[src/hdl/sef_defs.vh]
// constants for the status enhanced command fragment
`ifndef SEF_DEFS_VH
`define SEF_DEFS_VH

// apb register byte offsets
`define SEF_REG_CTRL 8'h00
`define SEF_REG_STATUS 8'h04
`define SEF_REG_ROWADDR 8'h08
`define SEF_REG_LUN 8'h0C

// control register fields
`define SEF_CTRL_ROWCYC_LSB 0
`define SEF_CTRL_ROWCYC_MSB 1
`define SEF_CTRL_LUNSHIFT_LSB 8
`define SEF_CTRL_LUNSHIFT_MSB 12
`define SEF_CTRL_RET_LSB 16
`define SEF_CTRL_RET_MSB 18

// reset values
`define SEF_ROWCYC_RST 2'h3
`define SEF_LUNSHIFT_RST 5'h10
`define SEF_RET_RST 3'h0

// largest row cycle index, the holding register has three bytes
`define SEF_ROWCYC_MAX 2'h2

// state codes
`define SEF_ST_IDLE 3'h0
`define SEF_ST_WAIT 3'h1
`define SEF_ST_STORE 3'h2
`define SEF_ST_SELECT 3'h3
`define SEF_ST_IDLE_RD 3'h4
`define SEF_ST_IDLE_RD_STATUS 3'h5
`define SEF_ST_OTHER 3'h6

// command codes
`define SEF_CMD_STATUS 8'h70
`define SEF_CMD_STATUS_ENH 8'h78

`endif

[src/hdl/sef_status_enh_fsm.v]
// read status enhanced command state machine of the target
// How it works
// - each wait state cycle clears the status enhanced pending flag unless a set arrives in it.
// - wait state sets status output flag so reads return status.
// - stay waiting until a row address cycle arrives, then store.
// - wait state latches the received cycle into its row address byte.
// - more cycles needed returns to the wait state.
// - all cycles stored advances to lun selection.
// - selection loads selected lun from the received row address.
// - selection pulses 78h notice with row address to every lun.
// - leave to idle read if return state idle, else saved state.
// - plain 70h while pending is illegal and not honoured.
// - read request with status output set goes to status read idle.
`timescale 1ns/100ps
`default_nettype none
`include "sef_defs.vh"
module sef_status_enh_fsm (
  input wire i_ref_clk, // 20 mhz clock
  input wire i_sys_rst, // sync reset, high
  input wire i_psel, // apb select
  input wire i_penable, // apb enable
  input wire i_pwrite, // apb direction
  input wire [7:0] i_paddr, // apb byte address
  input wire [31:0] i_pwdata, // apb write data
  output wire [31:0] o_prdata, // apb read data
  output wire o_pready, // apb ready
  output wire o_pslverr, // apb error
  input wire i_cmd_valid, // command cycle strobe
  input wire [7:0] i_cmd, // command code
  input wire i_addr_valid, // address cycle strobe
  input wire [7:0] i_addr, // address cycle value
  input wire i_read_req, // host data read request
  input wire i_pending_set, // other logic marks 78h pending
  output reg o_status_output_flag, // reads return status
  output reg o_status_enhanced_pending_flag, // 78h pending
  output reg [7:0] o_selected_lun, // selected lun
  output reg [23:0] o_row_addr, // received row address
  output reg o_lun_notify, // one cycle 78h notice to all luns
  output reg o_status_rd, // one cycle select lun status onto bus
  output reg o_status_70h_ack, // one cycle honoured 70h
  output reg [2:0] o_state // current state
);
  // state codes, binary so the status register shows them directly
  localparam [2:0] ST_IDLE = `SEF_ST_IDLE;
  localparam [2:0] ST_WAIT = `SEF_ST_WAIT;
  localparam [2:0] ST_STORE = `SEF_ST_STORE;
  localparam [2:0] ST_SELECT = `SEF_ST_SELECT;
  localparam [2:0] ST_IDLE_RD = `SEF_ST_IDLE_RD;
  localparam [2:0] ST_IDLE_RD_STATUS = `SEF_ST_IDLE_RD_STATUS;

  // registers and their next values
  reg [2:0] saved_return_state_r;
  reg [2:0] saved_return_state_nxt;
  reg [1:0] cyc_cnt_r;
  reg [1:0] cyc_cnt_nxt;
  reg [2:0] state_nxt;
  reg status_output_nxt;
  reg pending_nxt;
  reg [7:0] selected_lun_nxt;
  reg [23:0] row_addr_nxt;
  reg lun_notify_nxt;
  reg status_rd_nxt;
  reg status_70h_ack_nxt;

  // configuration from the register block
  wire [1:0] row_cycles;
  wire [4:0] lun_shift;
  wire [2:0] ret_preset;
  wire [1:0] last_cyc;
  wire cmd_enh;
  wire cmd_plain;

  // lun index from row address, shift is configured
  function [7:0] lun_of;
    input [23:0] row;
    input [4:0] sh;
    reg [23:0] tmp;
    begin
      tmp = row >> sh;
      lun_of = tmp[7:0];
    end
  endfunction

  // three bytes of holding register, so a larger count is capped at three cycles
  assign last_cyc = (row_cycles > `SEF_ROWCYC_MAX) ? `SEF_ROWCYC_MAX : row_cycles;
  assign cmd_enh = i_cmd_valid && (i_cmd == `SEF_CMD_STATUS_ENH);
  assign cmd_plain = i_cmd_valid && (i_cmd == `SEF_CMD_STATUS);

  // next values; defaults first so no latch is inferred
  always @* begin
    state_nxt = o_state;
    status_output_nxt = o_status_output_flag;
    pending_nxt = o_status_enhanced_pending_flag;
    selected_lun_nxt = o_selected_lun;
    row_addr_nxt = o_row_addr;
    lun_notify_nxt = 1'b0;
    status_rd_nxt = 1'b0;
    status_70h_ack_nxt = 1'b0;
    saved_return_state_nxt = saved_return_state_r;
    cyc_cnt_nxt = cyc_cnt_r;
    // a set arriving outside the wait state is kept
    if (i_pending_set) begin
      pending_nxt = 1'b1;
    end
    case (o_state)
      ST_WAIT: begin
        // set wins over the clear so a fresh request is not lost
        pending_nxt = i_pending_set;
        status_output_nxt = 1'b1;
        if (i_addr_valid) begin
          state_nxt = ST_STORE;
          case (cyc_cnt_r)
            2'h0: row_addr_nxt[7:0] = i_addr;
            2'h1: row_addr_nxt[15:8] = i_addr;
            default: row_addr_nxt[23:16] = i_addr;
          endcase
        end
      end
      ST_STORE: begin
        if (cyc_cnt_r >= last_cyc) begin
          state_nxt = ST_SELECT;
        end else begin
          cyc_cnt_nxt = cyc_cnt_r + 2'h1;
          state_nxt = ST_WAIT;
        end
      end
      ST_SELECT: begin
        selected_lun_nxt = lun_of(o_row_addr, lun_shift);
        lun_notify_nxt = 1'b1;
        if (saved_return_state_r == ST_IDLE) begin
          state_nxt = ST_IDLE_RD;
        end else begin
          state_nxt = saved_return_state_r;
        end
      end
      default: begin
        // idle and other states accept new commands
        if (cmd_enh) begin
          cyc_cnt_nxt = 2'h0;
          saved_return_state_nxt = ret_preset;
          state_nxt = ST_WAIT;
        end else if (cmd_plain) begin
          // illegal while pending, so ignored then
          if (!o_status_enhanced_pending_flag) begin
            status_output_nxt = 1'b1;
            status_70h_ack_nxt = 1'b1;
            state_nxt = ST_IDLE_RD;
          end
        end else if (i_read_req && o_status_output_flag) begin
          status_rd_nxt = 1'b1;
          state_nxt = ST_IDLE_RD_STATUS;
        end
      end
    endcase
  end

  // sequencer state, cycle count and return state
  always @(posedge i_ref_clk) begin
    if (i_sys_rst) begin
      o_state <= ST_IDLE;
      cyc_cnt_r <= 2'h0;
      saved_return_state_r <= `SEF_RET_RST;
    end else begin
      o_state <= state_nxt;
      cyc_cnt_r <= cyc_cnt_nxt;
      saved_return_state_r <= saved_return_state_nxt;
    end
  end

  // level flags seen by the host and the read path
  always @(posedge i_ref_clk) begin
    if (i_sys_rst) begin
      o_status_output_flag <= 1'b0;
      o_status_enhanced_pending_flag <= 1'b0;
    end else begin
      o_status_output_flag <= status_output_nxt;
      o_status_enhanced_pending_flag <= pending_nxt;
    end
  end

  // row address and selected lun, kept until the next 78h overwrites them
  always @(posedge i_ref_clk) begin
    if (i_sys_rst) begin
      o_selected_lun <= 8'h00;
      o_row_addr <= 24'h000000;
    end else begin
      o_selected_lun <= selected_lun_nxt;
      o_row_addr <= row_addr_nxt;
    end
  end

  // one cycle notices, registered so luns see clean pulses
  always @(posedge i_ref_clk) begin
    if (i_sys_rst) begin
      o_lun_notify <= 1'b0;
      o_status_rd <= 1'b0;
      o_status_70h_ack <= 1'b0;
    end else begin
      o_lun_notify <= lun_notify_nxt;
      o_status_rd <= status_rd_nxt;
      o_status_70h_ack <= status_70h_ack_nxt;
    end
  end

  // configuration and visibility over apb
  sef_apb_regs u_regs (
    .i_ref_clk(i_ref_clk),
    .i_sys_rst(i_sys_rst),
    .i_psel(i_psel),
    .i_penable(i_penable),
    .i_pwrite(i_pwrite),
    .i_paddr(i_paddr),
    .i_pwdata(i_pwdata),
    .o_prdata(o_prdata),
    .o_pready(o_pready),
    .o_pslverr(o_pslverr),
    .o_row_cycles(row_cycles),
    .o_lun_shift(lun_shift),
    .o_ret_state(ret_preset),
    .i_state(o_state),
    .i_pending(o_status_enhanced_pending_flag),
    .i_stat_out(o_status_output_flag),
    .i_row_addr({8'h00, o_row_addr}),
    .i_lun(o_selected_lun)
  );
endmodule
`default_nettype wire

[src/hdl/sef_apb_regs.v]
// apb slave holding configuration and showing fragment state
`timescale 1ns/100ps
`default_nettype none
`include "sef_defs.vh"
module sef_apb_regs (
  input wire i_ref_clk, // 20 mhz clock
  input wire i_sys_rst, // sync reset, high
  input wire i_psel, // apb select
  input wire i_penable, // apb enable
  input wire i_pwrite, // apb direction
  input wire [7:0] i_paddr, // apb byte address
  input wire [31:0] i_pwdata, // apb write data
  output wire [31:0] o_prdata, // apb read data
  output wire o_pready, // apb ready
  output wire o_pslverr, // apb error
  output wire [1:0] o_row_cycles, // row address cycles minus one
  output wire [4:0] o_lun_shift, // row bit holding lun
  output wire [2:0] o_ret_state, // return state preset
  input wire [2:0] i_state, // fragment state
  input wire i_pending, // pending flag
  input wire i_stat_out, // status output flag
  input wire [31:0] i_row_addr, // row address register
  input wire [7:0] i_lun // selected lun
);
  reg [31:0] ctrl_r;
  reg [31:0] rdata_r;
  wire acc = i_psel & i_penable;
  wire hit = (i_paddr == `SEF_REG_CTRL) || (i_paddr == `SEF_REG_STATUS) ||
             (i_paddr == `SEF_REG_ROWADDR) || (i_paddr == `SEF_REG_LUN);

  // zero wait state: answer in the first access cycle
  assign o_pready = 1'b1;
  assign o_pslverr = acc & ~hit;
  assign o_prdata = rdata_r;
  assign o_row_cycles = ctrl_r[`SEF_CTRL_ROWCYC_MSB:`SEF_CTRL_ROWCYC_LSB];
  assign o_lun_shift = ctrl_r[`SEF_CTRL_LUNSHIFT_MSB:`SEF_CTRL_LUNSHIFT_LSB];
  assign o_ret_state = ctrl_r[`SEF_CTRL_RET_MSB:`SEF_CTRL_RET_LSB];

  // control write, only the defined fields are kept
  always @(posedge i_ref_clk) begin
    if (i_sys_rst) begin
      ctrl_r <= {13'h0000, `SEF_RET_RST, 3'h0, `SEF_LUNSHIFT_RST, 6'h00, `SEF_ROWCYC_RST};
    end else if (acc && i_pwrite && i_paddr == `SEF_REG_CTRL) begin
      ctrl_r <= {13'h0000, i_pwdata[18:16], 3'h0, i_pwdata[12:8], 6'h00, i_pwdata[1:0]};
    end
  end

  // read data registered in setup so it is valid in the access cycle
  always @(posedge i_ref_clk) begin
    if (i_sys_rst) begin
      rdata_r <= 32'h00000000;
    end else if (i_psel && !i_penable && !i_pwrite) begin
      if (i_paddr == `SEF_REG_CTRL) begin
        rdata_r <= ctrl_r;
      end else if (i_paddr == `SEF_REG_STATUS) begin
        rdata_r <= {27'h0000000, i_stat_out, i_pending, i_state};
      end else if (i_paddr == `SEF_REG_ROWADDR) begin
        rdata_r <= i_row_addr;
      end else if (i_paddr == `SEF_REG_LUN) begin
        rdata_r <= {24'h000000, i_lun};
      end else begin
        rdata_r <= 32'h00000000;
      end
    end
  end
endmodule
`default_nettype wire

[config.mk]
export PLATFORM = sky130hd
export DESIGN_NAME = sef_status_enh_fsm
export DESIGN_NICKNAME = d
export VERILOG_FILES = /design/src/hdl/sef_status_enh_fsm.v /design/src/hdl/sef_apb_regs.v
export VERILOG_INCLUDE_DIRS = /design/src /design/src/hdl
export SDC_FILE = /design/constraint.sdc
export NUM_CORES = 1
export LEC_CHECK = 0
export BUFFER_PORTS_ARGS = -buffer_cell sky130_fd_sc_hd__buf_2
export CORE_MARGIN = 2
export CORE_UTILIZATION = 41
export DETAILED_ROUTE_END_ITERATION = 12
export PLACE_DENSITY = 0.67
export SYNTH_ARGS = -nofsm -noshare
export SYNTH_HDL_FRONTEND = slang
export SYNTH_SLANG_ARGS = --single-unit
export TNS_END_PERCENT = 1
[constraint.sdc]
create_clock -name i_ref_clk -period 5.12 [get_ports i_ref_clk]
set_input_delay 1.024 -clock i_ref_clk [delete_from_list [all_inputs] [get_ports i_ref_clk]]
set_output_delay 1.024 -clock i_ref_clk [all_outputs]
set_load 0.02 [all_outputs]
After elaboration in Yosys (flattened, before gate mapping)
Index checks and enable logic that the tools add are counted.
Widths: inputs -> output; s select.
- bits of input ports: 65
- flip-flop bits (word level): 87
- word-level logic and storage cells: 97
- magnitude comparators: 2
- mux-type cells: 25
- shifts and indexed selects: 1
- bitwise operators: 8
- add/subtract/negate cells: 1
- equal/unequal tests: 14
- reduce and logical (&&, ||, !) cells: 32
- operators by type and width (kind ; count):
    $mux 32 ; 3
    $shr 24x5->8 ; 1
    $mux 3 ; 6
    $eq 8x4->1 const B ; 2
    $eq 8x7->1 const B ; 2
    $reduce_and 3->1 ; 5
    $reduce_or 6->1 ; 2
    $pmux 3 s3 ; 1
    $eq 8x3->1 const B ; 1
    $logic_not 8->1 ; 1
    $mux 1 ; 8
    $mux 2 ; 4
    $mux 8 ; 1
    $logic_and 1x1->1 ; 7
    $eq 3x2->1 const B ; 2
    $ne 6x3->1 const B ; 1
    $not 1->1 ; 6
    $reduce_bool 2->1 ; 3
    $reduce_bool 6->1 ; 1
    $reduce_or 2->1 ; 3
    $ne 2x1->1 const B ; 2
    $ne 2x2->1 const B ; 2
    $pmux 2 s2 ; 1
    $reduce_and 4->1 ; 1
    other kinds (13) ; 17

Logic depth before layout (Yosys ltp)
Gate-level depths: netlist (run 1).
- depth after elaboration: 6
- mapped depth: 8

Cells and area by module
From an unflattened synthesis (run 1), not the netlist that was laid out.
- cells, all modules: 520
- area, all modules: 4820.9 um^2
- by module, submodules not included (module ; instances ; cells an instance ; area each (um^2) ; seq. area each (um^2)):
    sef_status_enh_fsm ; 1 ; 337 ; 2946.6 ; 900.9
    sef_apb_regs ; 1 ; 183 ; 1874.3 ; 840.8

Least setup slack after synthesis (run 1)
OpenSTA, ideal clock, no wires.
- kind: in2out
- start point: input port i_paddr[1]
- end point: output port o_pslverr
- stages on the path: 3
- arrival time: 1.719 ns
- required time: 4.096 ns
- slack: 2.377 ns
- cell sequence: nor4_2 nand2_2 and3_2
- longest elaborated chain between the ends: 6
- elaborated cells on any way between the ends: 9
- RTL lines (element ; line ; source):
    start: declaration ; sef_status_enh_fsm.v:23 ; input wire [7:0] i_paddr,
    $eq 8x3->1 (no source line) / $logic_not 8->1 (equally long branches) ; n/a ;
    $logic_or 1x1->1 (2 in series) ; sef_apb_regs.v:28 ; wire hit = (i_paddr == `SEF_REG_CTRL) || (i_paddr == `SEF_REG_STATUS) ||
    $logic_or 1x1->1 * ; sef_apb_regs.v:28 ;
    $not 1->1 * ; sef_apb_regs.v:33 ; assign o_pslverr = acc & ~hit;
    $and 1x1->1 * ; sef_apb_regs.v:33 ;
    end: declaration ; sef_status_enh_fsm.v:27 ; output wire o_pslverr,
Every way passes the cells marked *; elsewhere a longest branch is shown, timed or not.

Worst setup path in the final report (run 1)
Same ends and word-level chain as after synthesis.

==> results by group, run 1 <==
CTS
  – TritonCTS Buffers: 9
  – Post-CTS Setup Bufs: 0
  – Root Driver: clkbuf_8
  – Clock Path Buffers: 2
  – CTS tree: done
  – Worst-Skew Late Latency: 360 ps
  – Resized cells post-CTS: 0
  – CTS clock-pin slew for the worst setup and hold paths: 80 ps
  – CTS Hold Bufs: 0
  – H-Tree Depth: 3
  – Clk sinks: 79

Pwr
  – PwrDens: roughly 250 nW/um2
  – Peak VDD IR: roughly 150 uV
  – Leakage: roughly 2.2 nW
  – Design Power: 1.272 mW

STA
  – Setup Viol. Count Final: 0
  – Max frequency: ~0.33 GHz
  – Fin crit period: slightly above 3000 ps
  – Final setup TNS: 0 ps
  – Rel. slew slack: 39.00%
  – Final hold slack: roughly 470 ps
  – RSZ-0062 raised after global routing: no
  – Final Hold Fails: 0
  – Least-Margin Pin Slew: approximately 910 ps
  – Slack of the critical path: 2091 ps
  – Final Cycle Share: 59.16%
  – Final Max Tran Viols: 0
  – Clock Skews: roughly 10 ps

Detailed routing
  – Avg Vias per Cell: ~5.8
  – Overall routed net length: approximately 13000 um
  – Pre-antenna DRT Iters: 5
  – Initial drt markers: 356
  – Antenna Nets Post-Route: 0
  – Total number of vias: roughly 4.1k
  – DRC: 0
  – Drt wl/cell: roughly 17 um

Synth
  – Synth async-reset ratio: 0%
  – Sequential share of the synthesized area: 35.82%
  – Top-area cell type share of the netlist area: between 30% and 40%
  – Synth area leader: dfxtp_1
  – Post-synth EDFFs: 0
  – Top post-synthesis cells by count: dfxtp_1 (79), nor2_1 (62), mux2i_1 (47), nand2_1 (45), a21oi_1 (27)
  – Post-synthesis register bit count: ~80
  – Cells after Synth: between 400 and 500
  – Synth warn: 0
  – Post-Syn Area per Cell: ~8.9 um2
  – Main flop type after synthesis: dfxtp_1
  – Most frequent cell after synthesis: dfxtp_1
  – Synthesized cell area: ~4400 um2
  – Top post-synthesis cells by area: dfxtp_1 (36%), mux2i_1 (11%), mux4_2 (6.6%)
  – Netlist cell types: 56

Cells and area
  – Final core occ: between 40 and 50%
  – # diodes: 0
  – Layout cells sized above 1: 28.69%
  – Final instance area: approximately 5200 um2
  – Fillers: just over 1k
  – Area grow syn2layout: 16.66%
  – Final net count: 647
  – Fin cells: 718

Job
  – Max_cap viols: 0

Setup path
  – Critical path's largest stage delay: ~280 ps
  – Critical path's most frequent cell: buf_2
  – Setup CP Type: in2out
  – Cell family with most CP delay: simple AND/OR/NAND/NOR gates
  – CP max FO: 7
  – Worst setup SP type: primary input
  – Worst path cell trace: buf_2 -> nor4_2 -> nand2_2 -> and3_2 -> buf_2
  – CP Capture Type: primary output
  – Critical path arrival: 2000 ps
  – Slowest cell on the critical path: nor4_2
  – WP data required: slightly above 4000 ps
  – Buf+Inv Stages, Crit Path: 2

Floorplanning
  – Die area: 11620 um2
  – Width of the die: around 110 um
  – Initial core utilization: a little over two fifths
  – Row count: 37
  – Die Ht: approximately 110 um
  – Core ar.: 10370 um2
  – I/O pin cnt: 139

GRT
  – Antenna violations before repair: 0
  – GRT overflow: 0
  – Largest net degree at the start of global routing: 58
  – Vias in the first global route: between 3k and 4k
  – GRT Overall Usage: a little over a fifth
  – First-pass GRT wire length: between 15000 and 20000 um

Place
  – DP Wirelength: 9151 um
  – Routability cong.: around 0.93
  – # placed instances: approximately 700
  – Number of buffers added on ports: 107
  – Area post-placement: 4941 um2
  – Placement Setup Slack: about 2100 ps

Min path
  – Tightest Hold Check Type: reg2reg

Run status
  – Status: finished clean
==> layout make-up <==
class                      instances  area, um2  share of cell area [%]
clock inverter                     6      86.33                   1.676
multi-input combinational        367       2586                   50.21
tap                              136      170.2                   3.303
inverter                          10      37.54                  0.7287
timing repair buffer             111      565.5                   10.98
sequential                        79       1582                   30.70
clock buffer                       9      123.9                   2.405
==> cell usage in the layout (no fill, tap or decap), types with 3 or more instances in the layout <==
| master | n |
|---|---|
| mux2i_1 | 47 |
| nor2_1 | 62 |
| conb_1 | 9 |
| nor2b_1 | 8 |
| o22ai_1 | 3 |
| nor3_1 | 5 |
| a22oi_1 | 17 |
| ha_1 | 4 |
| nand4b_1 | 3 |
| nor3b_1 | 5 |
| a22o_1 | 5 |
| a211oi_1 | 3 |
| nand3_1 | 22 |
| o211ai_1 | 4 |
| clkbuf_8 | 9 |
| nand2_1 | 45 |
| a211o_1 | 5 |
| mux2_2 | 15 |
| a222oi_1 | 7 |
| inv_1 | 10 |
| a21oi_1 | 27 |
| dfxtp_1 | 79 |
| nand2b_1 | 7 |
| a31oi_1 | 4 |
| a21o_1 | 3 |
| buf_2 | 107 |
| o21ai_0 | 13 |
| buf_4 | 4 |
| mux4_2 | 13 |
==> registers in the layout, summed over array words and instances (netlist names) <==
signal                          count
saved_return_state_r                3
o_status_rd                         1
o_row_addr                         24
o_status_enhanced_pending_flag      1
o_lun_notify                        1
u_regs.o_prdata                    24
cyc_cnt_r                           2
o_selected_lun                      8
o_status_output_flag                1
u_regs.ctrl_r                      10
o_state                             3
o_status_70h_ack                    1
==> kinds of logic (layout without fill, tap and decap cells) <==
kind of cell             count (synthesis)  count (layout)  share of synthesized area [%]
adder cells (fa/ha/maj)                  4               4                          1.134
XOR/XNOR                                 1               1                         0.1984
buffers and inverters                   55             136                          6.206
other                                    2               9                         0.1701
AO/OA/AOI/OAI                          101             101                          15.73
AND/OR/NAND/NOR                        177             177                          19.64
flip-flops                              79              79                          35.82
multiplexers                            75              75                          21.11
==> tightest hold or removal path, delay by kind of cell (launching register included) <==
kind	cells	cell delay, ps
simple gates	1	50
flops	1	310
compound gates	1	60
==> report_power, final <==
| part | leakage (nW) | switching (mW) | internal (mW) | total, mW |
|---|---|---|---|---|
| Sequential | 0.637 | 0.0163 | 0.622 | 0.638 |
| Clock | 0.105 | 0.242 | 0.271 | 0.513 |
| Combinational | 1.42 | 0.0746 | 0.0464 | 0.121 |
| Total | 2.16 | 0.333 | 0.939 | 1.27 |
==> worst paths after layout <==
check | cells past startpoint | startpoint | endpoint | slack (ps)
max reg2reg | 5 | o_state[0] | o_row_addr[22] | 2540
min reg2reg | 2 | u_regs.o_prdata[5] | u_regs.o_prdata[5] | 470
min | 2 | u_regs.o_prdata[5] | u_regs.o_prdata[5] | 470
max | 5 | i_paddr[1] | o_pslverr | 2090
==> layer usage <==
layer	global-route usage (%)	part of all wire, %
met4	7.601	1.9
met2	33.60	45
met5	0	0
met3	2.845	7.2
met1	31.02	46
No activity file was read; power rests on OpenSTA's default activity.
==> run 2: changes to the inputs <==
--- a/config.mk
+++ b/config.mk
@@ -6,6 +6,7 @@
 export SDC_FILE = /design/constraint.sdc
 export NUM_CORES = 1
 export LEC_CHECK = 0
+export ABC_AREA = 1
 export BUFFER_PORTS_ARGS = -buffer_cell sky130_fd_sc_hd__buf_2
 export CORE_MARGIN = 2
 export CORE_UTILIZATION = 41
==> constraint.sdc (replaced) <==
create_clock -name i_ref_clk -period 2.9 [get_ports i_ref_clk]
set_input_delay 0.58 -clock i_ref_clk [delete_from_list [all_inputs] [get_ports i_ref_clk]]
set_output_delay 0.58 -clock i_ref_clk [all_outputs]
set_load 0.02 [all_outputs]
==> run 2 against run 1 <==
Global-route usage rose by 3.0 points; sequential share of layout area fell by 0.61 points; first-iteration DRC count rose by 36%; largest cell class unchanged.
==> results by group, run 2 <==
Setup path
  – WP data required: ~2300 ps
  – Critical path's most frequent cell: buf_2
  – Slowest cell on the critical path: nor3_4
  – Setup CP Type: in2out
  – Worst path cell trace: buf_2 -> nor2_2 -> inv_2 -> nor3_4 -> nand2_4 -> clkinv_2 -> nor2_1 -> nand4_1 -> inv_1 -> buf_2
  – Cell family with most CP delay: simple AND/OR/NAND/NOR gates
  – Worst r2r src: u_regs.ctrl_r[10]
  – CP max FO: 12
  – Worst setup SP type: primary input
  – Worst reg2reg endpoint: o_selected_lun[2]
  – CP Capture Type: primary output
  – Critical path's largest stage delay: 250 ps
  – Reg2reg path depth: 10
  – Crit path from: i_paddr[1]
  – Critical path arrival: approximately 1900 ps
  – Buf+Inv Stages, Crit Path: 5
  – Flop2flop setup slack: 880 ps

Floorplanning
  – I/O pin cnt: around 140
  – Core ar.: roughly 11000 um2
  – Die area: ~12000 um2
  – Die Ht: ~110 um
  – Width of the die: around 110 um
  – Row count: 38
  – Initial core utilization: about two fifths

CTS
  – Post-CTS Setup Bufs: 0
  – CTS Hold Bufs: 0
  – Worst-Skew Late Latency: between 300 and 400 ps
  – CTS clock-pin slew for the worst setup and hold paths: 80 ps
  – TritonCTS Buffers: 9
  – CTS tree: done
  – Root Driver: clkbuf_8
  – Clk sinks: between 70 and 80
  – Resized cells post-CTS: 0
  – Clock Path Buffers: 2
  – H-Tree Depth: 3

Synth
  – Top-area cell type share of the netlist area: a little over a third
  – Post-synthesis register bit count: a little under 80
  – Post-synth EDFFs: 0
  – Synth warn: 0
  – Sequential share of the synthesized area: about a third
  – Synthesized cell area: 4524 um2
  – Top post-synthesis cells by count: nand2_1 (202), nand3_1 (120), dfxtp_1 (79), nor2_1 (64), inv_1 (59)
  – Main flop type after synthesis: dfxtp_1
  – Netlist cell types: 37
  – Post-Syn Area per Cell: around 6.4 um2
  – Synth area leader: dfxtp_1
  – Top post-synthesis cells by area: dfxtp_1 (35%), nand2_1 (17%), nand3_1 (13%)
  – Most frequent cell after synthesis: nand2_1
  – Synth async-reset ratio: 0%
  – Cells after Synth: around 700

Min path
  – Tightest Hold Check Type: in2reg
  – Hold Crit Start: i_cmd[3]
  – Hold EP: o_status_70h_ack
  – Worst hold path depth: 2

GRT
  – First-pass GRT wire length: 22690 um
  – Antenna violations before repair: 0
  – GRT overflow: 0
  – Vias in the first global route: between 4k and 5k
  – Largest net degree at the start of global routing: 38
  – GRT Overall Usage: 24.68%

Cells and area
  – Area grow syn2layout: 16.15%
  – Layout cells sized above 1: between 10% and 20%
  – Final core occ: 48.69%
  – Final net count: about 870
  – Most frequent cells in the layout: nand2_1 (202), nand3_1 (120), buf_2 (107)
  – Final instance area: between 5000 and 6000 um2
  – Commonest non-fill, non-tap cell in the layout: nand2_1
  – Fillers: 1165
  – # diodes: 0

STA
  – Final setup TNS: 0 ps
  – Final Cycle Share: 83.69%
  – Rel. slew slack: between 30% and 40%
  – Setup Viol. Count Final: 0
  – Least-Margin Pin Slew: ~920 ps
  – RSZ-0062 raised after global routing: no
  – Final Max Tran Viols: 0
  – Slack of the critical path: roughly 470 ps
  – Max frequency: 0.4120 GHz
  – Final Hold Fails: 0
  – Clock Skews: 11.63 ps
  – Fin crit period: ~2400 ps

Place
  – Area post-placement: 5059 um2
  – DP Wirelength: 10710 um
  – Routability cong.: between 0.8 and 0.9
  – Number of buffers added on ports: about 110
  – Placement Setup Slack: 482.2 ps

Detailed routing
  – DRC: 0
  – Overall routed net length: 14150 um
  – Total number of vias: roughly 5k
  – Avg Vias per Cell: 5.311
  – Pre-antenna DRT Iters: 5
  – Antenna Nets Post-Route: 0
  – Initial drt markers: 485
  – Drt wl/cell: about 15 um

Pwr
  – Peak VDD IR: 405.9 uV
  – PwrDens: 490.4 nW/um2
  – Leakage: 2.585 nW
  – Design Power: 2.577 mW

Job
  – Max_cap viols: 0

Run status
  – Status: finished clean
run 2: cell types whose count changed in the layout (fill, tap and decap cells not counted), moves of 17 or more:
cell	before	now
nand2_1	45	202
nand3_1	22	120
inv_1	10	59
mux2i_1	47	0
o21ai_0	13	31
a22oi_1	17	0
run 2: worst max path at each step:
stage	to	depth (start not counted)	slack (ps)
floorplan	o_pslverr	9	840
global placement	o_pslverr	10	520
detailed placement	o_pslverr	10	480
CTS	o_pslverr	10	480
global route	o_pslverr	10	400
finish	o_pslverr	10	470
run 2: worst register-to-register path: cells and delay by family, from the launching register on:
| kind | cells | cell delay [ps] |
|---|---|---|
| and+or+nand+nor | 8 | 1030 |
| DFF | 1 | 580 |
| buffers and inverters | 2 | 360 |
run 2: logic make-up (layout without fill, tap and decap cells):
| kind of cell | after synthesis | after routing | synth area share (%) |
|---|---|---|---|
| flip-flops | 79 | 79 | 34.96 |
| buffers and inverters | 111 | 201 | 11.75 |
| AO/OA/AOI/OAI | 100 | 100 | 12.67 |
| AND/OR/NAND/NOR | 408 | 408 | 39.35 |
| other | 2 | 9 | 0.1660 |
| adder cells (fa/ha/maj) | 4 | 4 | 1.106 |
run 2: layout make-up:
cell class                 instances  area (um2)  share of cell area (%)
multi-input combinational        521        2444                   46.50
clock buffer                      10       137.6                   2.619
timing repair buffer             113       580.6                   11.05
inverter                          73       277.8                   5.286
clock inverter                     5       58.81                   1.119
tap                              140       175.2                   3.333
sequential                        79        1582                   30.10
run 2: report_power, final:
part	internal (mW)	switching, mW
sequential	1.14	0.0780
combinational	0.173	0.359
clock	0.416	0.413
total	1.73	0.850
run 2: stage by stage:
stage	instances	hold WS, ps
final	941	421.5
after global routing	941	394.4
after CTS	941	410.2
after detailed placement	926	450.2
after global placement	926	441.4
after floorplan	711	424.8
run 2: metal layers:
metal	track usage [%]	part of all wire, %	up-vias
met5	0	0	-
met4	6.868	2.3	0
met3	4.363	7.2	34
met2	42.46	48	202
met1	31.58	43	2297
li1	-	-	2465
